==> config.mk <==
export PLATFORM = sky130hd
export DESIGN_NAME = retry_flow_control_buffer
export DESIGN_NICKNAME = d
export VERILOG_FILES = /design/src/retry_flow_control_pkg.sv /design/src/retry_flow_control_buffer.sv
export SDC_FILE = /design/constraint.sdc
export NUM_CORES = 2
export LEC_CHECK = 0
export BUFFER_PORTS_ARGS = -buffer_cell sky130_fd_sc_hd__buf_2
export CAP_MARGIN = 30
export CORE_MARGIN = 2
export CORE_UTILIZATION = 35
export DETAILED_ROUTE_END_ITERATION = 6
export PLACE_DENSITY_LB_ADDON = 0.05
export SYNTH_ARGS = -nofsm -noshare
export SYNTH_HDL_FRONTEND = slang
export SYNTH_SLANG_ARGS = --single-unit
export TNS_END_PERCENT = 30
==> constraint.sdc <==
create_clock -name clock -period 27.5 [get_ports clock]
set_input_delay 2.75 -clock clock [delete_from_list [all_inputs] [get_ports clock]]
set_output_delay 2.75 -clock clock [all_outputs]
set_load 0.005 [all_outputs]
==> src/retry_flow_control_pkg.sv <==
// Constants, register map and encodings of the retry flow control buffer
// Function
// - Retry requeues all unacknowledged packets for arbitration
// - Retried response at the resume ackID resent one priority higher, up to three
// - Responses leave in arrival order unless entry ages wrap at AGE_W bits
// - Response beats request of equal priority
// - Late arrivals join arbitration after a retry
// - One writable register holds three watermarks
// - Space is partner count minus outstanding packets
// - Hold packets whose watermark exceeds available space
// - At or above high watermark, send everything
// - Below low watermark, responses only, priority three
// - Between middle and high, hold priority 0 requests
// - No space left, stop sending
// - Queue filling raises responses-only, gates request entry
// - Receive queue strict FIFO, admission checks priority
// - Receive uses fixed per-priority reserve thresholds
// - Free 4 all, 3 p1+, 2 p2+, 1 p3 responses
// - Order: responses, p2/p3, p1, p0 requests
// - Acknowledge pointer update releases delivered packets
package retry_flow_control_pkg;

  // Register byte addresses
  localparam logic [31:0] WM_REG_ADDR     = 32'h0001_0004;
  localparam logic [31:0] STATUS_REG_ADDR = 32'h0001_0008;

  // Watermark register fields
  localparam int WM_W        = 6;
  localparam int WM_LOW_LSB  = 0;
  localparam int WM_MID_LSB  = 8;
  localparam int WM_HIGH_LSB = 16;
  localparam logic [5:0] WM_LOW_RST  = 6'h02;
  localparam logic [5:0] WM_MID_RST  = 6'h04;
  localparam logic [5:0] WM_HIGH_RST = 6'h06;

  // Status register fields
  localparam int ST_OCC_LSB   = 0;
  localparam int ST_SPACE_LSB = 8;
  localparam int ST_RONLY_BIT = 16;
  localparam int ST_UNLIM_BIT = 17;

  // Link pointer and buffer status figures
  localparam int          ACK_W      = 6;
  localparam logic [5:0]  ACK_ONE    = 6'h01;
  localparam logic [5:0]  ACK_HALF   = 6'h20;
  localparam logic [5:0]  STAT_RXFC  = 6'h3F;
  localparam logic [1:0]  PRIO_MAX   = 2'h3;
  localparam logic [1:0]  PRIO_ONE   = 2'h1;
  localparam logic [1:0]  PRIO_TWO   = 2'h2;

  // Receive reserve thresholds in free slots
  localparam logic [5:0] RX_FREE_ALL = 6'h04;
  localparam logic [5:0] RX_FREE_P1  = 6'h03;
  localparam logic [5:0] RX_FREE_P2  = 6'h02;
  localparam logic [5:0] RX_FREE_P3  = 6'h01;

  // Arbitration classes, lower wins
  localparam logic [1:0] CLS_RESP = 2'h0;
  localparam logic [1:0] CLS_HI   = 2'h1;
  localparam logic [1:0] CLS_P1   = 2'h2;
  localparam logic [1:0] CLS_P0   = 2'h3;

  // Transmit slot life cycle, Gray coded
  typedef enum logic [1:0]
  {
    SLOT_FREE   = 2'b00,
    SLOT_QUEUED = 2'b01,
    SLOT_ISSUED = 2'b11,
    SLOT_SENT   = 2'b10
  } slot_state_t;

endpackage : retry_flow_control_pkg

==> src/retry_flow_control_buffer.sv <==
// Transmit retry/flow-control queue, receive admission FIFO and AHB-Lite registers
//
// The AHB-Lite slave port was left to the implementer.
`timescale 1ns/1ns
`default_nettype none
module retry_flow_control_buffer
#(
  parameter int DATA_W        = 32,
  parameter int TX_DEPTH      = 8,
  parameter int RX_DEPTH      = 8,
  parameter int RONLY_LEVEL   = 6
)
(
  input  wire logic              clock,
  input  wire logic              sys_rst,
  // AHB-Lite slave
  input  wire logic              hsel,
  input  wire logic [31:0]       haddr,
  input  wire logic [1:0]        htrans,
  input  wire logic              hwrite,
  input  wire logic [2:0]        hsize,
  input  wire logic [31:0]       hwdata,
  input  wire logic              hready,
  output logic                   hreadyout,
  output logic                   hresp,
  output logic [31:0]            hrdata,
  // User transmit side
  input  wire logic              tx_valid,
  output logic                   tx_ready,
  input  wire logic [DATA_W-1:0] tx_data,
  input  wire logic [1:0]        tx_prio,
  input  wire logic              tx_is_resp,
  output logic                   responses_only,
  // Link transmit side
  output logic                   link_valid,
  input  wire logic              link_ready,
  output logic [DATA_W-1:0]      link_data,
  output logic [1:0]             link_prio,
  output logic                   link_is_resp,
  input  wire logic [5:0]        next_frame_ackid,
  input  wire logic [5:0]        last_ack_ackid,
  input  wire logic              link_rewind,
  input  wire logic [5:0]        partner_buf_stat,
  // Link receive side
  input  wire logic              rx_in_valid,
  input  wire logic [DATA_W-1:0] rx_in_data,
  input  wire logic [1:0]        rx_in_prio,
  input  wire logic              rx_in_is_resp,
  output logic                   rx_in_retry,
  output logic [5:0]             rx_buf_stat,
  // User receive side
  output logic                   rx_out_valid,
  input  wire logic              rx_out_ready,
  output logic [DATA_W-1:0]      rx_out_data,
  output logic [1:0]             rx_out_prio,
  output logic                   rx_out_is_resp
);

  localparam int TI_W  = $clog2(TX_DEPTH);
  localparam int AGE_W = TI_W + 1;
  localparam int RI_W  = $clog2(RX_DEPTH);

  // ==
  // Helper functions
  // Arbitration class of a packet
  function automatic logic [1:0] class_of(input logic resp, input logic [1:0] prio);
    if (resp)
      return retry_flow_control_pkg::CLS_RESP;
    else if (prio >= retry_flow_control_pkg::PRIO_TWO)
      return retry_flow_control_pkg::CLS_HI;
    else if (prio == retry_flow_control_pkg::PRIO_ONE)
      return retry_flow_control_pkg::CLS_P1;
    else
      return retry_flow_control_pkg::CLS_P0;
  endfunction : class_of

  // Acknowledged when the ackID lies at or before the last ack
  function automatic logic delivered(input logic [5:0] ack, input logic [5:0] last);
    return (6'(last - ack) < retry_flow_control_pkg::ACK_HALF);
  endfunction : delivered

  // Fixed receive reserve: one slot kept per priority step
  function automatic logic rx_admit(input logic [5:0] free, input logic [1:0] prio, input logic resp);
    if (free >= retry_flow_control_pkg::RX_FREE_ALL)
      return 1'b1;
    else if (free == retry_flow_control_pkg::RX_FREE_P1)
      return (prio >= retry_flow_control_pkg::PRIO_ONE);
    else if (free == retry_flow_control_pkg::RX_FREE_P2)
      return (prio >= retry_flow_control_pkg::PRIO_TWO);
    else if (free == retry_flow_control_pkg::RX_FREE_P3)
      return (prio == retry_flow_control_pkg::PRIO_MAX) && resp;
    else
      return 1'b0;
  endfunction : rx_admit

  // ==
  // Register bus
  localparam int WM_W_C = retry_flow_control_pkg::WM_W;
  logic [5:0]  wm_low_q, wm_middle_q, wm_high_q;
  logic        wr_pend_q;
  logic [31:0] wr_addr_q;
  logic        bus_take;
  logic [31:0] rd_word;

  assign bus_take  = hsel && hready && htrans[1];
  assign hreadyout = 1'b1;
  assign hresp     = 1'b0;

  // Write data arrives one cycle after its address phase
  always_ff @(posedge clock or posedge sys_rst)
    if (sys_rst)
    begin
      wr_pend_q <= 1'b0;
      wr_addr_q <= 32'h0000_0000;
    end
    else
    begin
      wr_pend_q <= bus_take && hwrite;
      wr_addr_q <= haddr;
    end

  // Watermark register, whole-word layout
  always_ff @(posedge clock or posedge sys_rst)
    if (sys_rst)
    begin
      wm_low_q    <= retry_flow_control_pkg::WM_LOW_RST;
      wm_middle_q <= retry_flow_control_pkg::WM_MID_RST;
      wm_high_q   <= retry_flow_control_pkg::WM_HIGH_RST;
    end
    else if (wr_pend_q && wr_addr_q == retry_flow_control_pkg::WM_REG_ADDR)
    begin
      wm_low_q    <= hwdata[retry_flow_control_pkg::WM_LOW_LSB +: WM_W_C];
      wm_middle_q <= hwdata[retry_flow_control_pkg::WM_MID_LSB +: WM_W_C];
      wm_high_q   <= hwdata[retry_flow_control_pkg::WM_HIGH_LSB +: WM_W_C];
    end

  // ==
  // Transmit space accounting
  logic [5:0]        outstanding;
  logic signed [7:0] space;
  logic              unlimited;
  logic [5:0]        occ;

  assign outstanding = 6'(next_frame_ackid - last_ack_ackid - retry_flow_control_pkg::ACK_ONE);
  assign space       = $signed({2'b00, partner_buf_stat}) - $signed({2'b00, outstanding});
  // All-ones status means the partner runs receiver-controlled only
  assign unlimited   = (partner_buf_stat == retry_flow_control_pkg::STAT_RXFC);

  // Read mux, answered in the data phase from registered data
  always_comb
  begin
    rd_word = 32'h0000_0000;
    if (haddr == retry_flow_control_pkg::WM_REG_ADDR)
    begin
      rd_word[retry_flow_control_pkg::WM_LOW_LSB +: WM_W_C]  = wm_low_q;
      rd_word[retry_flow_control_pkg::WM_MID_LSB +: WM_W_C]  = wm_middle_q;
      rd_word[retry_flow_control_pkg::WM_HIGH_LSB +: WM_W_C] = wm_high_q;
    end
    else if (haddr == retry_flow_control_pkg::STATUS_REG_ADDR)
    begin
      rd_word[retry_flow_control_pkg::ST_OCC_LSB +: 6]   = occ;
      rd_word[retry_flow_control_pkg::ST_SPACE_LSB +: 8] = space;
      rd_word[retry_flow_control_pkg::ST_RONLY_BIT]      = responses_only;
      rd_word[retry_flow_control_pkg::ST_UNLIM_BIT]      = unlimited;
    end
  end

  always_ff @(posedge clock or posedge sys_rst)
    if (sys_rst)
      hrdata <= 32'h0000_0000;
    else if (bus_take && !hwrite)
      hrdata <= rd_word;

  // ==
  // Transmit slots
  typedef retry_flow_control_pkg::slot_state_t slot_t;
  slot_t             st_q   [TX_DEPTH];
  logic [DATA_W-1:0] d_q    [TX_DEPTH];
  logic [1:0]        prio_q [TX_DEPTH];
  logic              resp_q [TX_DEPTH];
  logic [AGE_W-1:0]  age_q  [TX_DEPTH];
  logic [5:0]        ack_q  [TX_DEPTH];
  logic [TI_W-1:0]   issue_idx_q;
  logic              rewind_q;
  logic              rewind_end;
  logic              tx_take;
  logic              have_free;
  logic [TI_W-1:0]   free_idx;
  logic              found;
  logic [TI_W-1:0]   pick_idx;
  logic              pick;
  logic              link_take;

  assign rewind_end = rewind_q && !link_rewind;
  assign link_take  = link_valid && link_ready;
  assign tx_ready   = have_free && (!responses_only || tx_is_resp);
  assign tx_take    = tx_valid && tx_ready;
  assign pick       = found && !link_valid && !link_rewind && !rewind_q;

  // Free slot search, occupancy and arbitration
  always_comb
  begin
    logic [1:0]       bcls;
    logic [AGE_W-1:0] bage;
    logic [1:0]       c;
    logic             ok;
    c         = 2'h0;
    ok        = 1'b0;
    have_free = 1'b0;
    free_idx  = '0;
    found     = 1'b0;
    pick_idx  = '0;
    occ       = 6'h00;
    bcls      = 2'h0;
    bage      = '0;
    for (int i = TX_DEPTH - 1; i >= 0; i--)
    begin
      if (st_q[i] == retry_flow_control_pkg::SLOT_FREE)
      begin
        have_free = 1'b1;
        free_idx  = TI_W'(i);
      end
      else
        occ = 6'(occ + 6'h01);
    end
    for (int i = 0; i < TX_DEPTH; i++)
    begin
      c = class_of(resp_q[i], prio_q[i]);
      // Watermark gate per class
      if (unlimited)
        ok = 1'b1;
      else if (space <= 8'sd0)
        ok = 1'b0;
      else if (c == retry_flow_control_pkg::CLS_RESP)
        ok = 1'b1;
      else if (c == retry_flow_control_pkg::CLS_HI)
        ok = (space >= $signed({2'b00, wm_low_q}));
      else if (c == retry_flow_control_pkg::CLS_P1)
        ok = (space >= $signed({2'b00, wm_middle_q}));
      else
        ok = (space >= $signed({2'b00, wm_high_q}));
      // Class first, then oldest within class
      if (st_q[i] == retry_flow_control_pkg::SLOT_QUEUED && ok &&
          (!found || c < bcls || (c == bcls && age_q[i] > bage)))
      begin
        found    = 1'b1;
        pick_idx = TI_W'(i);
        bcls     = c;
        bage     = age_q[i];
      end
    end
  end

  // Slot life cycle: enter, issue, ack, release, requeue
  always_ff @(posedge clock or posedge sys_rst)
    if (sys_rst)
    begin
      for (int i = 0; i < TX_DEPTH; i++)
      begin
        st_q[i]   <= retry_flow_control_pkg::SLOT_FREE;
        d_q[i]    <= '0;
        prio_q[i] <= 2'h0;
        resp_q[i] <= 1'b0;
        age_q[i]  <= '0;
        ack_q[i]  <= 6'h00;
      end
    end
    else
    begin
      for (int i = 0; i < TX_DEPTH; i++)
      begin
        // Ages only grow on entry; they wrap at AGE_W bits, so a long-held slot can tie with a new one
        if (tx_take && st_q[i] != retry_flow_control_pkg::SLOT_FREE)
          age_q[i] <= AGE_W'(age_q[i] + 1'b1);
        if (st_q[i] == retry_flow_control_pkg::SLOT_SENT && !link_rewind && !rewind_q &&
            delivered(ack_q[i], last_ack_ackid))
          st_q[i] <= retry_flow_control_pkg::SLOT_FREE;
        else if (st_q[i] == retry_flow_control_pkg::SLOT_SENT && rewind_end)
        begin
          // Pointers are settled once the rewind drops
          if (delivered(ack_q[i], last_ack_ackid))
            st_q[i] <= retry_flow_control_pkg::SLOT_FREE;
          else
            st_q[i] <= retry_flow_control_pkg::SLOT_QUEUED;
          if (!delivered(ack_q[i], last_ack_ackid) && ack_q[i] == next_frame_ackid &&
              resp_q[i] && prio_q[i] != retry_flow_control_pkg::PRIO_MAX)
            prio_q[i] <= 2'(prio_q[i] + 2'h1);
        end
      end
      if (pick)
        st_q[pick_idx] <= retry_flow_control_pkg::SLOT_ISSUED;
      if (link_take)
      begin
        st_q[issue_idx_q]  <= retry_flow_control_pkg::SLOT_SENT;
        ack_q[issue_idx_q] <= next_frame_ackid;
      end
      // New packets are plain queued slots, so they arbitrate too
      if (tx_take)
      begin
        st_q[free_idx]   <= retry_flow_control_pkg::SLOT_QUEUED;
        d_q[free_idx]    <= tx_data;
        prio_q[free_idx] <= tx_prio;
        resp_q[free_idx] <= tx_is_resp;
        age_q[free_idx]  <= '0;
      end
    end

  // Output stage; one bubble between packets keeps ackID capture simple
  always_ff @(posedge clock or posedge sys_rst)
    if (sys_rst)
    begin
      link_valid   <= 1'b0;
      link_data    <= '0;
      link_prio    <= 2'h0;
      link_is_resp <= 1'b0;
      issue_idx_q  <= '0;
    end
    else if (pick)
    begin
      link_valid   <= 1'b1;
      link_data    <= d_q[pick_idx];
      link_is_resp <= resp_q[pick_idx];
      issue_idx_q  <= pick_idx;
      if (resp_q[pick_idx] && !unlimited && space < $signed({2'b00, wm_low_q}))
        link_prio <= retry_flow_control_pkg::PRIO_MAX;
      else
        link_prio <= prio_q[pick_idx];
    end
    else if (link_take)
      link_valid <= 1'b0;

  // Rewind edge and responses-only flag
  always_ff @(posedge clock or posedge sys_rst)
    if (sys_rst)
    begin
      rewind_q       <= 1'b0;
      responses_only <= 1'b0;
    end
    else
    begin
      rewind_q       <= link_rewind;
      responses_only <= (occ >= 6'(RONLY_LEVEL));
    end

  // ==
  // Receive FIFO with fixed reserve admission
  logic [DATA_W-1:0] rd_q   [RX_DEPTH];
  logic [1:0]        rp_q   [RX_DEPTH];
  logic              rr_q   [RX_DEPTH];
  logic [RI_W:0]     rx_wp_q, rx_rp_q;
  logic [5:0]        rx_free;
  logic              rx_acc;
  logic              rx_pop;

  assign rx_free     = 6'(RX_DEPTH) - 6'(rx_wp_q - rx_rp_q);
  assign rx_acc      = rx_in_valid && rx_admit(rx_free, rx_in_prio, rx_in_is_resp);
  assign rx_pop      = rx_out_valid && rx_out_ready;
  assign rx_out_valid = (rx_wp_q != rx_rp_q);
  assign rx_out_data  = rd_q[rx_rp_q[RI_W-1:0]];
  assign rx_out_prio  = rp_q[rx_rp_q[RI_W-1:0]];
  assign rx_out_is_resp = rr_q[rx_rp_q[RI_W-1:0]];

  // Strict FIFO order, refused packets flagged for retry
  always_ff @(posedge clock or posedge sys_rst)
    if (sys_rst)
    begin
      rx_wp_q     <= '0;
      rx_rp_q     <= '0;
      rx_in_retry <= 1'b0;
      rx_buf_stat <= 6'h00;
      for (int i = 0; i < RX_DEPTH; i++)
      begin
        rd_q[i] <= '0;
        rp_q[i] <= 2'h0;
        rr_q[i] <= 1'b0;
      end
    end
    else
    begin
      rx_in_retry <= rx_in_valid && !rx_acc;
      rx_buf_stat <= rx_free;
      if (rx_acc)
      begin
        rd_q[rx_wp_q[RI_W-1:0]] <= rx_in_data;
        rp_q[rx_wp_q[RI_W-1:0]] <= rx_in_prio;
        rr_q[rx_wp_q[RI_W-1:0]] <= rx_in_is_resp;
        rx_wp_q <= (RI_W+1)'(rx_wp_q + 1'b1);
      end
      if (rx_pop)
        rx_rp_q <= (RI_W+1)'(rx_rp_q + 1'b1);
    end

endmodule : retry_flow_control_buffer
`default_nettype wire

==> flow_summary.json <==
{
  "cp-end-kind": "flip-flop",
  "path_clk_slew_ns": 0.06,
  "post_cts_resized": 0,
  "ys_seq_area_share_pct": 49.4,
  "max_freq_mhz": 48.4,
  "setup_viol": 0,
  "clock_sinks": 782,
  "period_share_pct": 75.1,
  "synth_top_cell_by_area": "dfrtp_1",
  "clkLatencyLatePin_ns": 0.68,
  "cp-start-kind": "input port",
  "start_util_pct": 35.3,
  "max-vdd-ir-drop_mv": 0.115,
  "cp_max_fo": 68,
  "fin_crit_ns": 20.66,
  "cpMaxStageDelayCell": "buf_4",
  "synth_area_sq_mm": 0.0396,
  "worstSetupPathType": "in2reg",
  "coreArea_sq_mm": 0.112,
  "rsz0062_at_grt": "false",
  "placement.io_buffers": 249,
  "synth-seq-cells": 782,
  "hold_viol": 0,
  "tightestPinTransition_ns": 1.02,
  "yosys_warnings": 0,
  "detail-route-antenna-nets": 0,
  "cts_setup_buffers": 0,
  "area_delta_synth_final_pct": 15.5,
  "fin_nets": 4124,
  "async_flop_share_pct": 100,
  "cts_tree": "yes",
  "dr_wl_met3_mm": 5.17,
  "power.density_mw_per_mm2": 141,
  "drc": 0,
  "syn_inst": 3580,
  "max-slew-margin-rel_pct": 32.2,
  "ys_types": 86,
  "drt-total-wl_mm": 116,
  "mostFrequentLayoutCells": "775 x dfrtp_1, 692 x nand2_1, 549 x mux2_2, 249 x buf_2, 165 x nor2_1",
  "htreeDepth": 3,
  "drv_slew": 0,
  "tns_ns": 0,
  "fin_skew_ns": 0.0325,
  "m1WireLength_mm": 56.4,
  "status": "completed",
  "detail_route.first_pass.iterations": 5,
  "die_h_um": 341,
  "cpMostUsedCell": "a21oi_1",
  "post_drt_via_cell_ratio": 5.05,
  "crit_buf_inv": 6,
  "yosys.area.top_type_share_pct": 49.1,
  "dieArea_sq_mm": 0.116,
  "clockBufferDepth": 3,
  "wl_per_cell_um": 21.5,
  "highest_layer": "met5",
  "layout_commonest_cell": "dfrtp_1",
  "ios": 282,
  "grt-ovfl-total": 0,
  "grt_pass1_wl_mm": 179,
  "clockRootBuffer": "clkbuf_16",
  "die_w_um": 341,
  "cts_buffers": 95,
  "route.vias.total": 27200,
  "hold_buffers": 0,
  "holdCritPathClass": "reg2reg",
  "fin_util_pct": 40.7,
  "grtUsageTotal_pct": 20.0,
  "hpwl_mm": 72.0,
  "maxCapViolations": 0,
  "cp_data_arrival_time_ns": 21.19,
  "cp_top_family": "compound AO/OA/AOI/OAI gates",
  "grt_pass1_vias": 28000,
  "met2_length_mm": 51.5,
  "drtIter0Drc": 1508,
  "cpPeakStageDelay_ns": 0.80,
  "antenna_found_initial": 15,
  "ys.flop_type": "dfrtp_1",
  "gp_congestion": 0.799,
  "cp_data_required_time_ns": 28.02,
  "drive_above_1_share_pct": 29.5,
  "synth_edf_count": 0,
  "grt_max_degree": 148,
  "ys_top_cells_by_area": "dfrtp_1 49%, mux2_2 16%, nand2_1 6.6%",
  "fp-row-count": 123,
  "p_leak_uw": 0.0208,
  "synth_area_per_cell_sq_um": 11.1
}
## where the power goes
| group | switching [uW] | internal, uW | total, uW |
|---|---|---|---|
| Clock | 515 | 736 | 1250 |
| Combinational | 1740 | 1480 | 3220 |
| Sequential | 335 | 1680 | 2010 |
| Total | 2590 | 3890 | 6480 |
## Yosys cell counts, types with 4 or more instances
library cell and instances:
dfrtp_1 778, nand2_1 692, mux2_2 549, nor2_1 170, clkbuf_1 154, ha_1 154
o21ai_0 133, inv_1 130, xnor2_1 77, mux4_2 70, a21oi_1 57, nand3_1 55
xor2_1 51, a22oi_1 45, a31oi_1 38, a221oi_1 33, nor3_1 29, nand4_1 27
nand2b_1 26, nor4_1 26, nor2b_1 24, mux2i_1 20, buf_4 18, buf_2 15
buf_1 14, o22ai_1 14, a21o_1 12, and2_1 12, nor4b_1 11, and3_1 10
o21a_1 10, a21boi_0 9, or3_1 7, a41oi_1 6, or2_2 6, a21boi_1 4
clkinv_1 4, dfstp_2 4, o211ai_1 4, o22a_1 4, o31ai_1 4
## worst paths after layout
kind                                    startpoint                       end  slack (ns)  depth (start not counted)
setup / recovery                 last_ack_ackid[0]  link_data[3]$_DFFE_PP0P_        6.84                         88
hold / removal                d_q[223]$_DFFE_PP0P_      d_q[223]$_DFFE_PP0P_        0.47                          2
setup reg to reg           wm_low_q[1]$_DFFE_PP1P_  link_data[3]$_DFFE_PP0P_       11.09                         77
hold reg to reg               d_q[223]$_DFFE_PP0P_      d_q[223]$_DFFE_PP0P_        0.47                          2
max in group asynchronous                  sys_rst      d_q[208]$_DFFE_PP0P_       22.22                          5
min in group asynchronous                  sys_rst  rx_buf_stat[0]$_DFF_PP0_        2.20                          2
## per-layer routing
metal	vias to the layer above	global-route usage, %
li1	12900	-
met3	147	3.48
met2	476	31.0
met4	18	4.56
met1	13600	29.2
met5	-	0
## cell type report
class / count / area, sq um
flip-flops and latches: 782 / 19600
clock buffers: 146 / 2830
inverters: 134 / 510
repair buffers: 314 / 1790
diodes: 5 / 12.5
fillers: 11100 / 66600
well taps: 1500 / 1880
multi-input cells: 2473 / 18900
clock inverters: 26 / 279
## worst min-delay path: cells and delay by family, from the launching register on
family           cells  cell delay (ns)
AND/OR/NAND/NOR      2             0.10
flip-flops           1             0.33
## cell families (layout without fill, tap and decap cells)
family / count (synthesis) / after routing / share of synthesized area, %
buffers and inverters: 337 / 620 / 3.43
other: 2 / 19 / 0.0189
AO/OA/AOI/OAI: 419 / 419 / 7.16
multiplexers: 639 / 639 / 20.1
adder cells (fa/ha/maj): 157 / 157 / 5.01
XOR/XNOR: 128 / 128 / 2.83
flip-flops: 782 / 782 / 49.4
AND/OR/NAND/NOR: 1116 / 1116 / 12.1
## sequential cells by signal (all words and copies together), names as in the netlist, 2 cells and up
| register | count |
|---|---|
| hrdata | 19 |
| link_prio | 2 |
| st_q | 16 |
| ack_q | 48 |
| issue_idx_q | 3 |
| wr_addr_q | 32 |
| rx_wp_q | 4 |
| prio_q | 16 |
| age_q | 32 |
| resp_q | 8 |
| rx_rp_q | 4 |
| d_q | 256 |
| link_data | 32 |
| rp_q | 16 |
| rr_q | 8 |
| wm_middle_q | 6 |
| rd_q | 256 |
| wm_low_q | 6 |
| rx_buf_stat | 6 |
| wm_high_q | 6 |
## stage by stage
step / area (sq um) / cells / hold WS [ns] / power (uW) / worst slack [ns]
finish: 45800 / 5380 / 0.468 / 6480 / 6.84
floorplan: 39700 / 3592 / 0.440 / 4310 / 2.80
global route: 45800 / 5376 / 0.485 / 6980 / 5.08
detailed placement: 42600 / 5202 / 0.458 / 5290 / 6.04
global placement: 42600 / 5201 / 0.453 / 5260 / 6.14
CTS: 45700 / 5374 / 0.474 / 6580 / 6.73
Note: power is estimated with default switching activity, not from simulation.
